### src/logic/csm_pkg.sv
package csm_pkg;

    // channel geometry
    localparam int unsigned NCH    = 4;
    localparam int unsigned FAIL_W = 8;
    localparam int unsigned TERR_W = 4;
    localparam int unsigned ADR_W  = 8;
    localparam int unsigned IDX_W  = 6;

    // register indices, byte address is four times the index
    localparam logic [IDX_W-1:0] IDX_MEAS_SEL  = 6'h1C;
    localparam logic [IDX_W-1:0] IDX_MUX_EN    = 6'h1D;
    localparam logic [IDX_W-1:0] IDX_STATUS    = 6'h1E;
    localparam logic [IDX_W-1:0] IDX_CHIP_INFO = 6'h1F;
    localparam logic [IDX_W-1:0] IDX_IRQ_STAT  = 6'h20;
    localparam logic [IDX_W-1:0] IDX_IRQ_MASK  = 6'h21;

    // reset values and writable-bit masks
    localparam logic [15:0] MEAS_SEL_RST  = 16'h0000;
    localparam logic [15:0] MEAS_SEL_MASK = 16'h0FFF;
    localparam logic [15:0] MUX_EN_RST    = 16'h0000;
    localparam logic [15:0] MUX_EN_MASK   = 16'h0003;
    localparam logic [7:0]  IRQ_RST       = 8'h00;

    // field positions
    localparam int unsigned MUX_PAIR01_BIT = 0;
    localparam int unsigned MUX_PAIR23_BIT = 1;
    localparam int unsigned STAT_FAIL_LSB  = 12;
    localparam int unsigned STAT_TERR_LSB  = 8;

    typedef logic [15:0] csm_word_t;

    // measurement select register layout
    typedef struct packed {
        logic [3:0] unused;
        logic       stopEn;
        logic [2:0] stopSel;
        logic       startEn;
        logic [2:0] startSel;
        logic       armEn;
        logic [2:0] armSel;
    } csm_meas_sel_s;

    // interrupt status and mask layout
    typedef struct packed {
        logic [NCH-1:0] fail;
        logic [NCH-1:0] terr;
    } csm_event_s;

endpackage

### src/logic/csm_channel_status.sv
// Operation
// - bit 0 of the mux enable register doubles channel 1 onto channel 0.
// - bit 1 of the mux enable register doubles channel 3 onto channel 2.
// - status bits 15..12 are the OR of each channel's accumulated fail bits.
// - status bits 11..8 are the OR of each channel's timing error flags.
// - status bits 7,5,3,1 show the high comparator of channels 3..0.
// - status bits 6,4,2,0 show the low comparator of channels 3..0.
// - arm, start and stop each pick any channel's high or low comparator.
// - each measurement output tristates under its own enable bit.
// - stop, start, arm codes sit in 10:8, 6:4, 2:0; 2n high, 2n+1 low.
// - enables sit in bits 11, 7, 3, zero tristates, all reset to zero.
`timescale 1ns/1ps
`default_nettype none

module csm_channel_status #(
    // arbitrary value, not tied to any part
    parameter logic [15:0] CHIP_INFO = 16'h0000
) (
    // clock and reset
    input  wire logic                                    clock,
    input  wire logic                                    arst_n,
    // wishbone classic slave
    input  wire logic                                    cyc_i,
    input  wire logic                                    stb_i,
    input  wire logic                                    we_i,
    input  wire logic [csm_pkg::ADR_W-1:0]               adr_i,
    input  wire logic [3:0]                              sel_i,
    input  wire logic [31:0]                             dat_i,
    output var  logic [31:0]                             dat_o,
    output var  logic                                    ack_o,
    // channel state
    input  wire logic [csm_pkg::NCH-1:0]                 compHigh,
    input  wire logic [csm_pkg::NCH-1:0]                 compLow,
    input  wire logic [csm_pkg::NCH-1:0][csm_pkg::FAIL_W-1:0]
                                                         accumulatedFailReg,
    input  wire logic [csm_pkg::NCH-1:0][csm_pkg::TERR_W-1:0]
                                                         timingErrFlags,
    // channel pairing
    output var  logic                                    muxPair01,
    output var  logic                                    muxPair23,
    // measurement unit outputs
    output var  logic                                    measureArmOut,
    output var  logic                                    measureArmOe,
    output var  logic                                    measureBeginOut,
    output var  logic                                    measureBeginOe,
    output var  logic                                    measureEndOut,
    output var  logic                                    measureEndOe,
    // interrupt
    output var  logic                                    irq
);
    import csm_pkg::*;

    csm_meas_sel_s     measSel_q;
    csm_word_t         muxEn_q;
    csm_event_s        irqStat_q;
    csm_event_s        irqMask_q;
    logic              ack_q;
    logic [31:0]       datOut_q;
    logic [NCH-1:0]    failPrev_q;
    logic [NCH-1:0]    terrPrev_q;
    logic [NCH-1:0]    compHighSync;
    logic [NCH-1:0]    compLowSync;
    logic [NCH-1:0]    failOr;
    logic [NCH-1:0]    terrOr;
    logic [2*NCH-1:0]  compPairs;
    csm_word_t         statusWord;
    csm_event_s        evtNow;
    csm_event_s        irqStat_d;
    logic [31:0]       readData;

    // bus decode
    wire              request  = cyc_i & stb_i;
    wire              ackSet   = request & ~ack_q;
    wire              wrFire   = request & we_i & ack_q;
    wire [IDX_W-1:0]  regIdx   = adr_i[ADR_W-1:2];
    wire              hitMeas  = regIdx == IDX_MEAS_SEL;
    wire              hitMux   = regIdx == IDX_MUX_EN;
    wire              hitStat  = regIdx == IDX_STATUS;
    wire              hitChip  = regIdx == IDX_CHIP_INFO;
    wire              hitIrqS  = regIdx == IDX_IRQ_STAT;
    wire              hitIrqM  = regIdx == IDX_IRQ_MASK;
    wire [15:0]       laneMask = {{8{sel_i[1]}}, {8{sel_i[0]}}};
    wire [15:0]       wrLow    = dat_i[15:0];

    // comparators cross into the clock domain before status use
    // two-stage synchroniser
    csm_sync #(
        .W      (2 * NCH)
    ) u_comp_sync (
        .clock  (clock),
        .arst_n (arst_n),
        .d      ({compHigh, compLow}),
        .q      ({compHighSync, compLowSync})
    );

    // per-channel summaries and live comparator pairs
    always_comb begin
        for (int c = 0; c < NCH; c++) begin
            failOr[c] = |accumulatedFailReg[c];
            terrOr[c] = |timingErrFlags[c];
            compPairs[2*c+1] = compHighSync[c];
            compPairs[2*c]   = compLowSync[c];
        end
    end

    assign statusWord = {failOr, terrOr, compPairs};

    // summary rising edges are the interrupt events
    assign evtNow.fail = failOr & ~failPrev_q;
    assign evtNow.terr = terrOr & ~terrPrev_q;

    always_comb begin
        irqStat_d = irqStat_q;
        if (wrFire && hitIrqS && sel_i[0]) begin
            irqStat_d = irqStat_d & ~csm_event_s'(wrLow[7:0]);
        end
        // a new event outranks a clear in the same cycle
        irqStat_d = irqStat_d | evtNow;
    end

    assign irq = |(irqStat_q & irqMask_q);

    // read mux, unmapped indices read zero and still acknowledge
    always_comb begin
        readData = 32'h0000_0000;
        if (hitMeas) begin
            readData[15:0] = csm_word_t'(measSel_q);
        end else if (hitMux) begin
            readData[15:0] = muxEn_q;
        end else if (hitStat) begin
            readData[15:0] = statusWord;
        end else if (hitChip) begin
            readData[15:0] = CHIP_INFO;
        end else if (hitIrqS) begin
            readData[7:0] = irqStat_q;
        end else if (hitIrqM) begin
            readData[7:0] = irqMask_q;
        end
    end

    // one wait state, ack drops the cycle after it was given
    always_ff @(posedge clock or negedge arst_n) begin
        if (!arst_n) begin
            ack_q    <= 1'b0;
            datOut_q <= 32'h0000_0000;
        end else begin
            ack_q <= ackSet;
            if (ackSet && !we_i) begin
                datOut_q <= readData;
            end
        end
    end

    assign ack_o = ack_q;
    assign dat_o = datOut_q;

    // writable registers commit on the acknowledged edge
    always_ff @(posedge clock or negedge arst_n) begin
        if (!arst_n) begin
            measSel_q <= csm_meas_sel_s'(MEAS_SEL_RST);
            muxEn_q   <= MUX_EN_RST;
            irqMask_q <= csm_event_s'(IRQ_RST);
        end else if (wrFire) begin
            // select fields written by byte lane
            // enable bits written by byte lane
            if (hitMeas) begin
                measSel_q <= csm_meas_sel_s'(
                    (csm_word_t'(measSel_q) & ~laneMask)
                    | (wrLow & laneMask & MEAS_SEL_MASK));
            end
            if (hitMux) begin
                muxEn_q <= (muxEn_q & ~laneMask)
                    | (wrLow & laneMask & MUX_EN_MASK);
            end
            if (hitIrqM && sel_i[0]) begin
                irqMask_q <= csm_event_s'(wrLow[7:0]);
            end
        end
    end

    always_ff @(posedge clock or negedge arst_n) begin
        if (!arst_n) begin
            irqStat_q  <= csm_event_s'(IRQ_RST);
            failPrev_q <= '0;
            terrPrev_q <= '0;
        end else begin
            irqStat_q  <= irqStat_d;
            failPrev_q <= failOr;
            terrPrev_q <= terrOr;
        end
    end

    // channel 1 doubled onto channel 0
    assign muxPair01 = muxEn_q[MUX_PAIR01_BIT];
    // channel 3 doubled onto channel 2
    assign muxPair23 = muxEn_q[MUX_PAIR23_BIT];

    // raw comparators drive the measurement path: a register here
    // would quantise edges to the 50 ns clock and ruin the timing
    // independent comparator pick per output
    // code 2n high, 2n+1 low of channel n
    wire armPick   = measSel_q.armSel[0]
                   ? compLow[measSel_q.armSel[2:1]]
                   : compHigh[measSel_q.armSel[2:1]];
    wire startPick = measSel_q.startSel[0]
                   ? compLow[measSel_q.startSel[2:1]]
                   : compHigh[measSel_q.startSel[2:1]];
    wire stopPick  = measSel_q.stopSel[0]
                   ? compLow[measSel_q.stopSel[2:1]]
                   : compHigh[measSel_q.stopSel[2:1]];

    // each output released on its own enable
    assign measureArmOe    = measSel_q.armEn;
    assign measureBeginOe  = measSel_q.startEn;
    assign measureEndOe    = measSel_q.stopEn;
    assign measureArmOut   = measSel_q.armEn & armPick;
    assign measureBeginOut = measSel_q.startEn & startPick;
    assign measureEndOut   = measSel_q.stopEn & stopPick;

    wire statRead = ack_o && !we_i && hitStat;
endmodule

`default_nettype wire

### src/logic/csm_sync.sv
`timescale 1ns/1ps
`default_nettype none

module csm_sync #(
    parameter int unsigned W = 1
) (
    // clock and reset
    input  wire logic         clock,
    input  wire logic         arst_n,
    // data
    input  wire logic [W-1:0] d,
    output var  logic [W-1:0] q
);

    logic [W-1:0] stage1_q;

    // first stage feeds only the second
    always_ff @(posedge clock or negedge arst_n) begin
        if (!arst_n) begin
            stage1_q <= '0;
            q        <= '0;
        end else begin
            stage1_q <= d;
            q        <= stage1_q;
        end
    end

endmodule

`default_nettype wire

### config.mk
export PLATFORM = sky130hd
export DESIGN_NAME = csm_channel_status
export DESIGN_NICKNAME = d
export VERILOG_FILES = /design/src/logic/csm_pkg.sv /design/src/logic/csm_channel_status.sv /design/src/logic/csm_sync.sv
export SDC_FILE = /design/constraint.sdc
export NUM_CORES = 1
export LEC_CHECK = 0
export BUFFER_PORTS_ARGS = -buffer_cell sky130_fd_sc_hd__buf_2
export CORE_ASPECT_RATIO = 0.7
export CORE_MARGIN = 2
export CORE_UTILIZATION = 45
export CTS_CLUSTER_SIZE = 8
export DETAILED_ROUTE_END_ITERATION = 10
export GPL_ROUTABILITY_DRIVEN = 0
export GPL_TIMING_DRIVEN = 0
export PLACE_DENSITY_LB_ADDON = 0.12
export REMOVE_ABC_BUFFERS = 1
export SLEW_MARGIN = 5
export SYNTH_ARGS = -nofsm -noshare
export SYNTH_HDL_FRONTEND = slang
export SYNTH_HIERARCHICAL = 1
export SYNTH_SLANG_ARGS = --single-unit
### constraint.sdc
create_clock -name clock -period 1.5 [get_ports clock]
set_input_delay 0.15 -clock clock [delete_from_list [all_inputs] [get_ports clock]]
set_output_delay 0.15 -clock clock [all_outputs]
set_load 0.05 [all_outputs]
==> results of run 1 <==
[cells in the mapped netlist, types with 9 or more instances]
cell type	number	area, um2
buf_4	16	120
a21oi_1	16	80.1
dfrtp_1	89	2230
nor4_1	12	75.1
clkbuf_1	11	41.3
o21ai_0	12	60.1
mux2_2	13	146
nand3b_1	9	67.6
nand2b_1	10	62.6
nor2_1	13	48.8
and2_1	18	113
nand2_1	29	109
[layer usage]
metal | global-route usage (%) | vias to the layer above | wire [um]
met5 | 0 | - | 0
li1 | - | 1467 | -
met2 | 33.8 | 126 | 4590
met1 | 31.6 | 1526 | 4720
met3 | 6.13 | 12 | 778
met4 | 7.91 | 0 | 136
[kinds of logic (layout without fill, tap and decap cells)]
| family | Yosys count | count (layout) | synth area share, % |
|---|---|---|---|
| AOI/OAI and AO/OA | 72 | 72 | 11.4 |
| buffers and inverters | 35 | 150 | 4.97 |
| DFF | 89 | 89 | 55.3 |
| muxes | 31 | 31 | 11.0 |
| other | 1 | 16 | 0.0931 |
| and+or+nand+nor | 115 | 115 | 17.2 |
[critical path: cells and delay by family, from the launching register on]
kind	cells	cell delay (ns)
mux	2	0.68
simple gates	1	0.09
buf+inv	1	0.16
flops	1	0.43
[final timing paths]
kind | cells past startpoint | to | startpoint
hold / removal | 3 | terrPrev_q[2] | timingErrFlags[10]
max in group asynchronous | 3 | async pin | arst_n
setup reg to reg | 5 | flip-flop | ack_o
min in group asynchronous | 2 | u_comp_sync/q[6] | arst_n
setup / recovery | 4 | measureBeginOut | flip-flop
hold reg to reg | 0 | u_comp_sync/q[7] | u_comp_sync/stage1_q[7]
[final cells by class]
type | count | area (um2) | share of cell area (%)
Clock buffer | 10 | 239 | 4.57
Clock inverter | 5 | 56.3 | 1.08
Inverter | 6 | 22.5 | 0.431
Multi-Input combinational cell | 234 | 1730 | 33.1
Sequential cell | 89 | 2230 | 42.7
Tap cell | 120 | 150 | 2.87
Timing Repair Buffer | 129 | 795 | 15.2
[power by group through the flow]
stage | registers (uW) | logic [uW] | clock network (uW)
CTS | 2500 | 658 | 2270
finish | 2500 | 661 | 2220
global route | 2510 | 720 | 2380
floorplan | 2660 | 223 | 0
detailed placement | 2540 | 619 | 0
global placement | 2540 | 601 | 0
[per-stage QoR]
| stage | utilization, % | worst slack [ns] |
|---|---|---|
| after global routing | 60.9 | -0.442 |
| after global placement | 53.5 | -0.921 |
| final | 60.9 | -0.360 |
| after detailed placement | 53.9 | -0.947 |
| after CTS | 60.2 | -0.358 |
| after floorplan | - | -0.442 |
[timing repair]
item,CTS,global route
endpoints found under the hold margin,29,0
buffers inserted,10,3
pin swaps,3,6
gates resized for setup,22,9
endpoints found under the setup margin,68,47
hold buffers,9,0
==> metrics.md, run 1 <==
| Metric | Value |
|---|---|
| Status | finished, violations left |
| Violated checks | setup timing |
| Main synth FF type | dfrtp_1 |
| Violation count after the first detailed-route iteration | 204 |
| Vias | about 3.1k |
| Reg power frac | a little under half |
| Setup TNS | -0.880 ns |
| Post-synthesis register bit count | 89 |
| CTS sink count | 89 |
| Ys async rst share | 100% |
| P_leak | roughly 0.0024 uW |
| Initial Utilization | roughly 47% |
| Warnings from Yosys | 6 |
| Vias in the first global route | between 3k and 4k |
| Final Hold Vio Count | 0 |
| Synthesized instance count | 343 |
| Rel. slew slack | about half |
| Total power | about 5400 uW |
| VDD IR-drop max | 836 uV |
| Nets@finish | 574 |
| Global Route Usage Sum | a little under a quarter |
| Placement Cell Area | ~0.0046 mm2 |
| Hold slack | roughly 0.036 ns |
| Fin cells | approximately 590 |
| Total CTS buffers | 9 |
| H-tree depth | 3 |
| Initial antenna violation count | 0 |
| Placed cells | between 500 and 600 |
| Req. time, crit path | 1.35 ns |
| Setup Skew | 0.00820 ns |
| Commonest non-fill, non-tap cell in the layout | buf_2 |
| Top-Level Pins | about 150 |
| Routed wire per std cell | ~17 um |
| Crit path kind | reg2out |
| Clock share of power | roughly two fifths |
| Arr. time, crit path | roughly 1.7 ns |
| Slew at the pin closest to its max-slew limit | about 0.74 ns |
| Switching power | ~1400 uW |
| Mapped cell area | approximately 0.004 mm2 |
| Startpoint Class | flip-flop |
| DRC Markers | 0 |
| Post-synth cell types | 40 |
| Root buffer cell | clkbuf_16 |
| Avg Cell Area, Syn | ~12 um2 |
| Post-synth EDFFs | 0 |
| Seq/Total Area, Yosys | a little under three fifths |
| Clock Pin Slew Worst Setup and Hold Paths | 0.06 ns |
| Critical path's slowest cell | mux4_2 |
| Diodes inserted | 0 |
| DPL Wire Length | 7010 um |
| Maximum clock rate | 0.538 GHz |
| Final Max Tran Viols | 0 |
| Pre-Repair DR Iteration Count | 4 |
| Port Buf Inserts | about 110 |
| RSZ-0062 raised after global routing | yes |
| Final period util | 124% |
| Comb power frac | 12.3% |
| P per Cell Area | roughly 1000 mW/mm2 |
| Worst Hold Class | in2reg |
| Worst path cell trace | mux4_2 -> mux2i_1 -> nor2b_1 -> buf_6 |
| Max stage delay on crit path | 0.51 ns |
| Vias per cell | between 5 and 6 |
| Most frequent cells in the layout | buf_2, dfrtp_1, nand2_1, and2_1, conb_1 |
| Final WS setup | -0.360 ns |
| Critical path endpoint category | primary output |
| R2r setup slk | roughly 0.050 ns |
| Pint | around 4000 uW |
| Grt ovf | 0 |
| Final Critical Period | ~1.9 ns |
| Largest net degree at the start of global routing | ~70 |
| Design area | 0.00522 mm2 |
| Die ar. | approximately 0.0097 mm2 |
| Die H | 83.2 um |
| First-pass GRT wire length | approximately 16,000 um |
| Overall routed net length | between 10,000 and 15,000 um |
| CTS tree | built |
| Final setup fails | 3 |
| Max Cap Viol | 0 |
| Layout cells sized above 1 | between 40 and 50% |
| Fillers | between 700 and 800 |
| Core area | about 0.0086 mm2 |
| Crit Path Max Fanout | 3 |
| Area delta synth->final | 29.7% |
| Sw Share | about 26% |
| Clk buf depth | 2 |
| Antenna Nets Post-Route | 0 |
| Row cnt | 28 |
| Clk_lat worst skew | ~0.34 ns |
| Die W | around 120 um |
Power figures use the tool's default switching activity.
==> run 2: changes to the inputs <==
--- a/config.mk
+++ b/config.mk
@@ -8,7 +8,8 @@
 export BUFFER_PORTS_ARGS = -buffer_cell sky130_fd_sc_hd__buf_2
 export CORE_ASPECT_RATIO = 0.7
 export CORE_MARGIN = 2
-export CORE_UTILIZATION = 45
+export CORE_UTILIZATION = 46
+export CTS_BUF_LIST = sky130_fd_sc_hd__clkbuf_8
 export CTS_CLUSTER_SIZE = 8
 export DETAILED_ROUTE_END_ITERATION = 10
 export GPL_ROUTABILITY_DRIVEN = 0
==> run 2 against run 1 <==
The run still ends with setup timing left. Final cell count is 0.17% lower. Sequential power barely moved. Die area shrank 2.1%. Worst setup slack lost 0.040 ns. Utilization is 0.65 points lower. Clock skew increased by 0.0020 ns. Global-route usage fell by 0.96 points. Combinational power about the same. Routed wire length down 2.7%. Via count down 0.77%.
==> metrics.md, run 2 (same netlist as run 1, synthesis figures left out) <==
| Metric | Value |
|---|---|
| Crit path kind | reg2out |
| Slew at the pin closest to its max-slew limit | 0.951 ns (+0.213 ns) |
| Worst reg2reg path depth | 5 (unchanged) |
| Final Hold Vio Count | 0 (unchanged) |
| Total CTS buffers | 9 (unchanged) |
| Violated checks | setup timing |
| Most frequent cells in the layout | buf_2, dfrtp_1, nand2_1, and2_1, conb_1 |
| Final setup fails | 3 (unchanged) |
| Die W | 116 um (-1.1%) |
| H-tree depth | 3 (unchanged) |
| CTS sink count | 89 (unchanged) |
| Startpoint Class | flip-flop |
| Top-Level Pins | 147 (unchanged) |
| Die H | 82.3 um (-1.0%) |
| Setup Skew | 0.0102 ns (+0.00195 ns) |
| Worst path top cell family by delay | multiplexers |
| CP Buf/Inv Count | 1 (unchanged) |
| Diodes inserted | 0 (unchanged) |
| CP Capture Point | measureBeginOut |
| Crit Path Max Fanout | 3 (unchanged) |
| VDD IR-drop max | 576 uV (-31%) |
| Vias | 3,107 (-0.77%) |
| Max stage delay on crit path | 0.52 ns (about the same) |
| DPL Wire Length | 6890 um (-1.8%) |
| P_leak | 0.00238 uW (-2.2%) |
| Clk buf depth | 2 (unchanged) |
| Final WS setup | -0.400 ns (-0.0398 ns) |
| Worst Hold Class | in2reg |
| Overall routed net length | 9940 um (-2.7%) |
| Crit path depth | 4 (unchanged) |
| Final Critical Period | 1.90 ns (+0.0398 ns) |
| Final Max Tran Viols | 0 (unchanged) |
| Antenna Nets Post-Route | 0 (unchanged) |
| Worst path cell trace | mux4_2 -> mux2i_2 -> nor2b_1 -> buf_6 |
| First-pass GRT wire length | 15,200 um (-6.4%) |
| Pre-Repair DR Iteration Count | 4 (unchanged) |
| Vias in the first global route | 2,873 (-8.4%) |
| Arr. time, crit path | 1.75 ns (+0.04 ns) |
| Rel. slew slack | 36.0% (-14 points) |
| Req. time, crit path | 1.35 ns (about the same) |
| Clock Pin Slew Worst Setup and Hold Paths | 0.08 ns (+0.02 ns) |
| Row cnt | 28 (unchanged) |
| Routed wire per std cell | 16.8 um (-2.6%) |
| Critical path endpoint category | primary output |
| Critical path's slowest cell | mux4_2 |
| Setup TNS | -1.05 ns (-0.171 ns) |
| Nets@finish | 573 (-0.17%) |
| R2r setup slk | 0.04 ns (about the same) |
| Root buffer cell | clkbuf_8 |
| Layout cells sized above 1 | 40.5% (-0.34 points) |
| Largest net degree at the start of global routing | 63 (-8.7%) |
| Area delta synth->final | 26.7% |
| Clk_lat worst skew | 0.35 ns (about the same) |
| Global Route Usage Sum | 21.6% (-0.96 points) |
| Final period util | 127% (+2.7 points) |
| Maximum clock rate | 0.526 GHz (-2.1%) |
| Die ar. | 0.00953 mm2 (-2.1%) |
| Grt ovf | 0 (unchanged) |
| DRC Markers | 0 (unchanged) |
| Violation count after the first detailed-route iteration | 119 (-42%) |
| Core area | 0.00848 mm2 (-1.2%) |
| Vias per cell | 5.25 (-0.60%) |
| Port Buf Inserts | 106 (unchanged) |
| Initial antenna violation count | 0 (unchanged) |
| Initial Utilization | 47.5% (+0.58 points) |
| CTS tree | built |
| Hold slack | 0.00375 ns (-0.0325 ns) |
| P per Cell Area | 915 mW/mm2 (-11%) |
| Status | finished, violations left |
| Commonest non-fill, non-tap cell in the layout | buf_2 |
| R2R Path Start | ack_o |
| RSZ-0062 raised after global routing | yes |
| Max Cap Viol | 0 (unchanged) |
run 2: changes by cell type in the layout (fill, tap and decap cells not counted), sizes merged:
cell,delta
dlygate4sd3,+1
bufinv,-1
clkinv,-2
buf,-3
inv,+1
clkbuf,+3
run 2: report_power, final:
group / internal (uW) / total, uW / switching [uW]
Clock: 721 / 1520 / 795
Sequential: 2460 / 2490 / 31.2
Combinational: 214 / 659 / 445
run 2: worst min path at each step:
stage                         endpoint         startpoint  slack (ns)  depth (start not counted)
3_3_place_gp   u_comp_sync/stage1_q[1]         compLow[1]        0.31                          1
3_5_place_dp   u_comp_sync/stage1_q[5]             arst_n         0.1                          1
5_1_grt                  terrPrev_q[1]  timingErrFlags[7]      0.0002                          3
6_report                 terrPrev_q[1]  timingErrFlags[5]       0.004                          3
2_1_floorplan                async pin             arst_n       -0.15                          0
4_1_cts        u_comp_sync/stage1_q[0]         compLow[0]       -0.04                          1
run 2: final cells by class:
class                   count  area [um2]
fillers                   719        3370
flip-flops and latches     89        2230
multi-input cells         234        1750
repair buffers            128         771
clock buffers              12         165
well taps                 120         150
inverters                   6        22.5
clock inverters             3        16.3
run 2: what timing repair did:
| action | in CTS | in global routing |
|---|---|---|
| gates cloned | 0 | 0 |
| endpoints found under the hold margin | 36 | 1 |
| setup endpoints to repair | 68 | 25 |
| setup buffers | 10 | 1 |
| pin swaps | 3 | 5 |
| resized for setup | 24 | 8 |
| hold buffers | 9 | 1 |
run 2: per-layer routing:
| metal | global-route usage [%] | part of all wire, % | up-vias | wire length (um) |
|---|---|---|---|---|
| met5 | 0 | 0 | - | 0 |
| met4 | 5.83 | 0.60 | 0 | 60 |
| met3 | 6.06 | 7.6 | 6 | 755 |
| met2 | 32.7 | 45 | 128 | 4500 |
| met1 | 31.0 | 47 | 1509 | 4630 |
| li1 | - | - | 1464 | - |
run 2: worst min-delay path, cell delays in order:
cell    delay [ns]
buf_2         0.08
nor4_2        0.05
inv_1         0.04
run 2: per-stage QoR:
| stage | instance area, um2 | utilization (%) | cells | setup WS, ns | total power [uW] |
|---|---|---|---|---|---|
| 2_1_floorplan | 3910 | - | 329 | -0.442 | 2880 |
| 3_3_place_gp | 4590 | 54.1 | 555 | -0.864 | 3140 |
| 3_5_place_dp | 4620 | 54.5 | 556 | -0.854 | 3160 |
| 4_1_cts | 5060 | 59.6 | 590 | -0.420 | 4700 |
| 5_1_grt | 5100 | 60.2 | 592 | -0.449 | 4870 |
| 6_report | 5100 | 60.2 | 592 | -0.400 | 4670 |
==> run 3: changes to the inputs <==
--- a/config.mk
+++ b/config.mk
@@ -7,9 +7,8 @@
 export LEC_CHECK = 0
 export BUFFER_PORTS_ARGS = -buffer_cell sky130_fd_sc_hd__buf_2
 export CORE_ASPECT_RATIO = 0.7
-export CORE_MARGIN = 2
-export CORE_UTILIZATION = 46
-export CTS_BUF_LIST = sky130_fd_sc_hd__clkbuf_8
+export CORE_MARGIN = 1.5
+export CORE_UTILIZATION = 45
 export CTS_CLUSTER_SIZE = 8
 export DETAILED_ROUTE_END_ITERATION = 10
 export GPL_ROUTABILITY_DRIVEN = 0
==> run 3 against run 2 <==
The run still ends with setup timing left. Clock skew fell by 0.0042 ns. Final cell count is 0.68% higher. Utilization rose by 1.0 points. Total power rose by 19%. Critical path depth unchanged. Routed wire length up 4.7%.
==> metrics.md, run 3 (same netlist as run 1, synthesis figures left out) <==
| Metric | Value |
|---|---|
| Die W | 116 um (+0.21%) |
| Nets@finish | 576 (+0.52%) |
| Routed wire per std cell | 17.5 um (+4.0%) |
| First-pass GRT wire length | 15,900 um (+4.4%) |
| DPL Wire Length | 7030 um (+2.1%) |
| Max Cap Viol | 0 (unchanged) |
| DRC Markers | 0 (unchanged) |
| Die ar. | 0.00954 mm2 (about the same) |
| VDD IR-drop max | 652 uV (+13%) |
| Slew at the pin closest to its max-slew limit | 0.863 ns (-0.0881 ns) |
| Placed cells | 557 (+0.18%) |
| Global Route Usage Sum | 23.0% (+1.4 points) |
| Violation count after the first detailed-route iteration | 135 (+13%) |
| Row cnt | 28 (unchanged) |
| Layout cells sized above 1 | 41.0% (+0.50 points) |
| Maximum clock rate | 0.541 GHz (+2.8%) |
| Root buffer cell | clkbuf_16 |
| Final Hold Vio Count | 0 (unchanged) |
| Placement Cell Area | 0.00463 mm2 (+0.16%) |
| Area delta synth->final | 30.5% |
| Final WS setup | -0.348 ns (+0.0519 ns) |
| Final period util | 123% (-3.5 points) |
| Design area | 0.00526 mm2 (+3.0%) |
| Core area | 0.00858 mm2 (+1.2%) |
| Crit Path Max Fanout | 3 (unchanged) |
| Total power | 5570 uW (+19%) |
| Top-Level Pins | 147 (unchanged) |
| Hold Path Cell Cnt | 3 (unchanged) |
| Pre-Repair DR Iteration Count | 4 (unchanged) |
| Worst Hold Class | in2reg |
| Req. time, crit path | 1.35 ns (about the same) |
| Clk_lat worst skew | 0.34 ns (about the same) |
| Final Critical Period | 1.85 ns (-0.0519 ns) |
| Worst reg2reg path depth | 5 (unchanged) |
| P per Cell Area | 1060 mW/mm2 (+16%) |
| Commonest non-fill, non-tap cell in the layout | buf_2 |
| Final Max Tran Viols | 0 (unchanged) |
| Most frequent cells in the layout | buf_2, dfrtp_1, nand2_1, and2_1 |
| Status | finished, violations left |
| RSZ-0062 raised after global routing | yes |
| Antenna Nets Post-Route | 0 (unchanged) |
| Hold Startpoint | timingErrFlags[10] |
| CTS tree | built |
| Diodes inserted | 0 (unchanged) |
| Initial antenna violation count | 0 (unchanged) |
| Rel. slew slack | 41.9% (+5.9 points) |
| Vias per cell | 5.29 (+0.83%) |
| Startpoint Class | flip-flop |
| Die H | 82.2 um (-0.16%) |
| Fin cells | 596 (+0.68%) |
| Final setup fails | 3 (unchanged) |
| Port Buf Inserts | 106 (unchanged) |
| Arr. time, crit path | 1.70 ns (-0.05 ns) |
| Vias | 3,154 (+1.5%) |
| CTS sink count | 89 (unchanged) |
| Worst Hold End | terrPrev_q[2] |
| Violated checks | setup timing |
| Total CTS buffers | 9 (unchanged) |
| R2r setup slk | 0.02 ns (-0.02 ns) |
| Grt ovf | 0 (unchanged) |
| Clk buf depth | 2 (unchanged) |
| Clock Pin Slew Worst Setup and Hold Paths | 0.06 ns (-0.02 ns) |
| Setup Skew | 0.00592 ns (-0.00424 ns) |
| H-tree depth | 3 (unchanged) |
| Critical path endpoint category | primary output |
| Largest net degree at the start of global routing | 62 (-1.6%) |
| P_leak | 0.00246 uW (+3.2%) |
| Initial Utilization | 46.9% (-0.58 points) |
| Crit path kind | reg2out |
| R2R Path Start | ack_o |
| Vias in the first global route | 2,994 (+4.2%) |
| Overall routed net length | 10,400 um (+4.7%) |
| Setup TNS | -0.887 ns (+0.164 ns) |
## run 3: cell count changes in the layout (fill, tap and decap cells not counted), moves of 2 or more
| cell | previous run | this run |
|---|---|---|
| buf_4 | 12 | 15 |
| bufinv_16 | 0 | 2 |
| clkbuf_16 | 0 | 9 |
| clkbuf_8 | 12 | 1 |
| nor2_2 | 0 | 2 |
## run 3: final cells by class
cell class,count,area (um2)
fillers,708,3330
well taps,120,150
multi-input cells,234,1730
clock buffers,11,243
clock inverters,5,78.8
inverters,6,22.5
repair buffers,131,797
flip-flops and latches,89,2230
## run 3: metal layers
| layer | track usage (%) | wire [um] |
|---|---|---|
| met5 | 0 | 0 |
| met4 | 7.20 | 40 |
| met3 | 5.40 | 806 |
| met2 | 35.4 | 4770 |
| met1 | 32.5 | 4790 |
## run 3: critical path, cell delays in order, from the launching register on
cell and delay, ns:
dfrtp_2 0.44, mux4_2 0.53, mux2i_1 0.15, nor2b_1 0.09, buf_6 0.15
## run 3: power breakdown
part | internal, uW | switching, uW | total, uW
clock | 1500 | 908 | 2410
combinational | 214 | 448 | 662
sequential | 2470 | 31.4 | 2500
total | 4180 | 1390 | 5570
## run 3: timing repair
action                                  4_1_cts  5_1_grt
setup buffers                                11        3
endpoints found under the setup margin       63       41
gates resized for setup                      22       10
pin swaps                                     4        5
hold buffers                                  9        0
hold endpoints to repair                     36        0
## run 3: stage by stage
stage	util, %	hold WS (ns)	setup slack (ns)
after floorplan	-	-0.146	-0.442
after global placement	53.5	0.307	-0.908
after detailed placement	54.0	0.110	-0.911
after CTS	60.5	0.0194	-0.361
after global routing	61.2	0.0361	-0.391
final	61.2	0.0362	-0.348
## run 3: worst max-delay path by stage
stage | slack [ns] | cells after the start | to | startpoint
final | -0.35 | 4 | measureBeginOut | flip-flop
after global routing | -0.39 | 4 | measureBeginOut | flip-flop
after CTS | -0.36 | 4 | measureBeginOut | flip-flop
after detailed placement | -0.91 | 5 | dat_o[13] | adr_i[7]
after global placement | -0.91 | 5 | dat_o[13] | adr_i[7]
after floorplan | -0.44 | 4 | flip-flop | ack_o
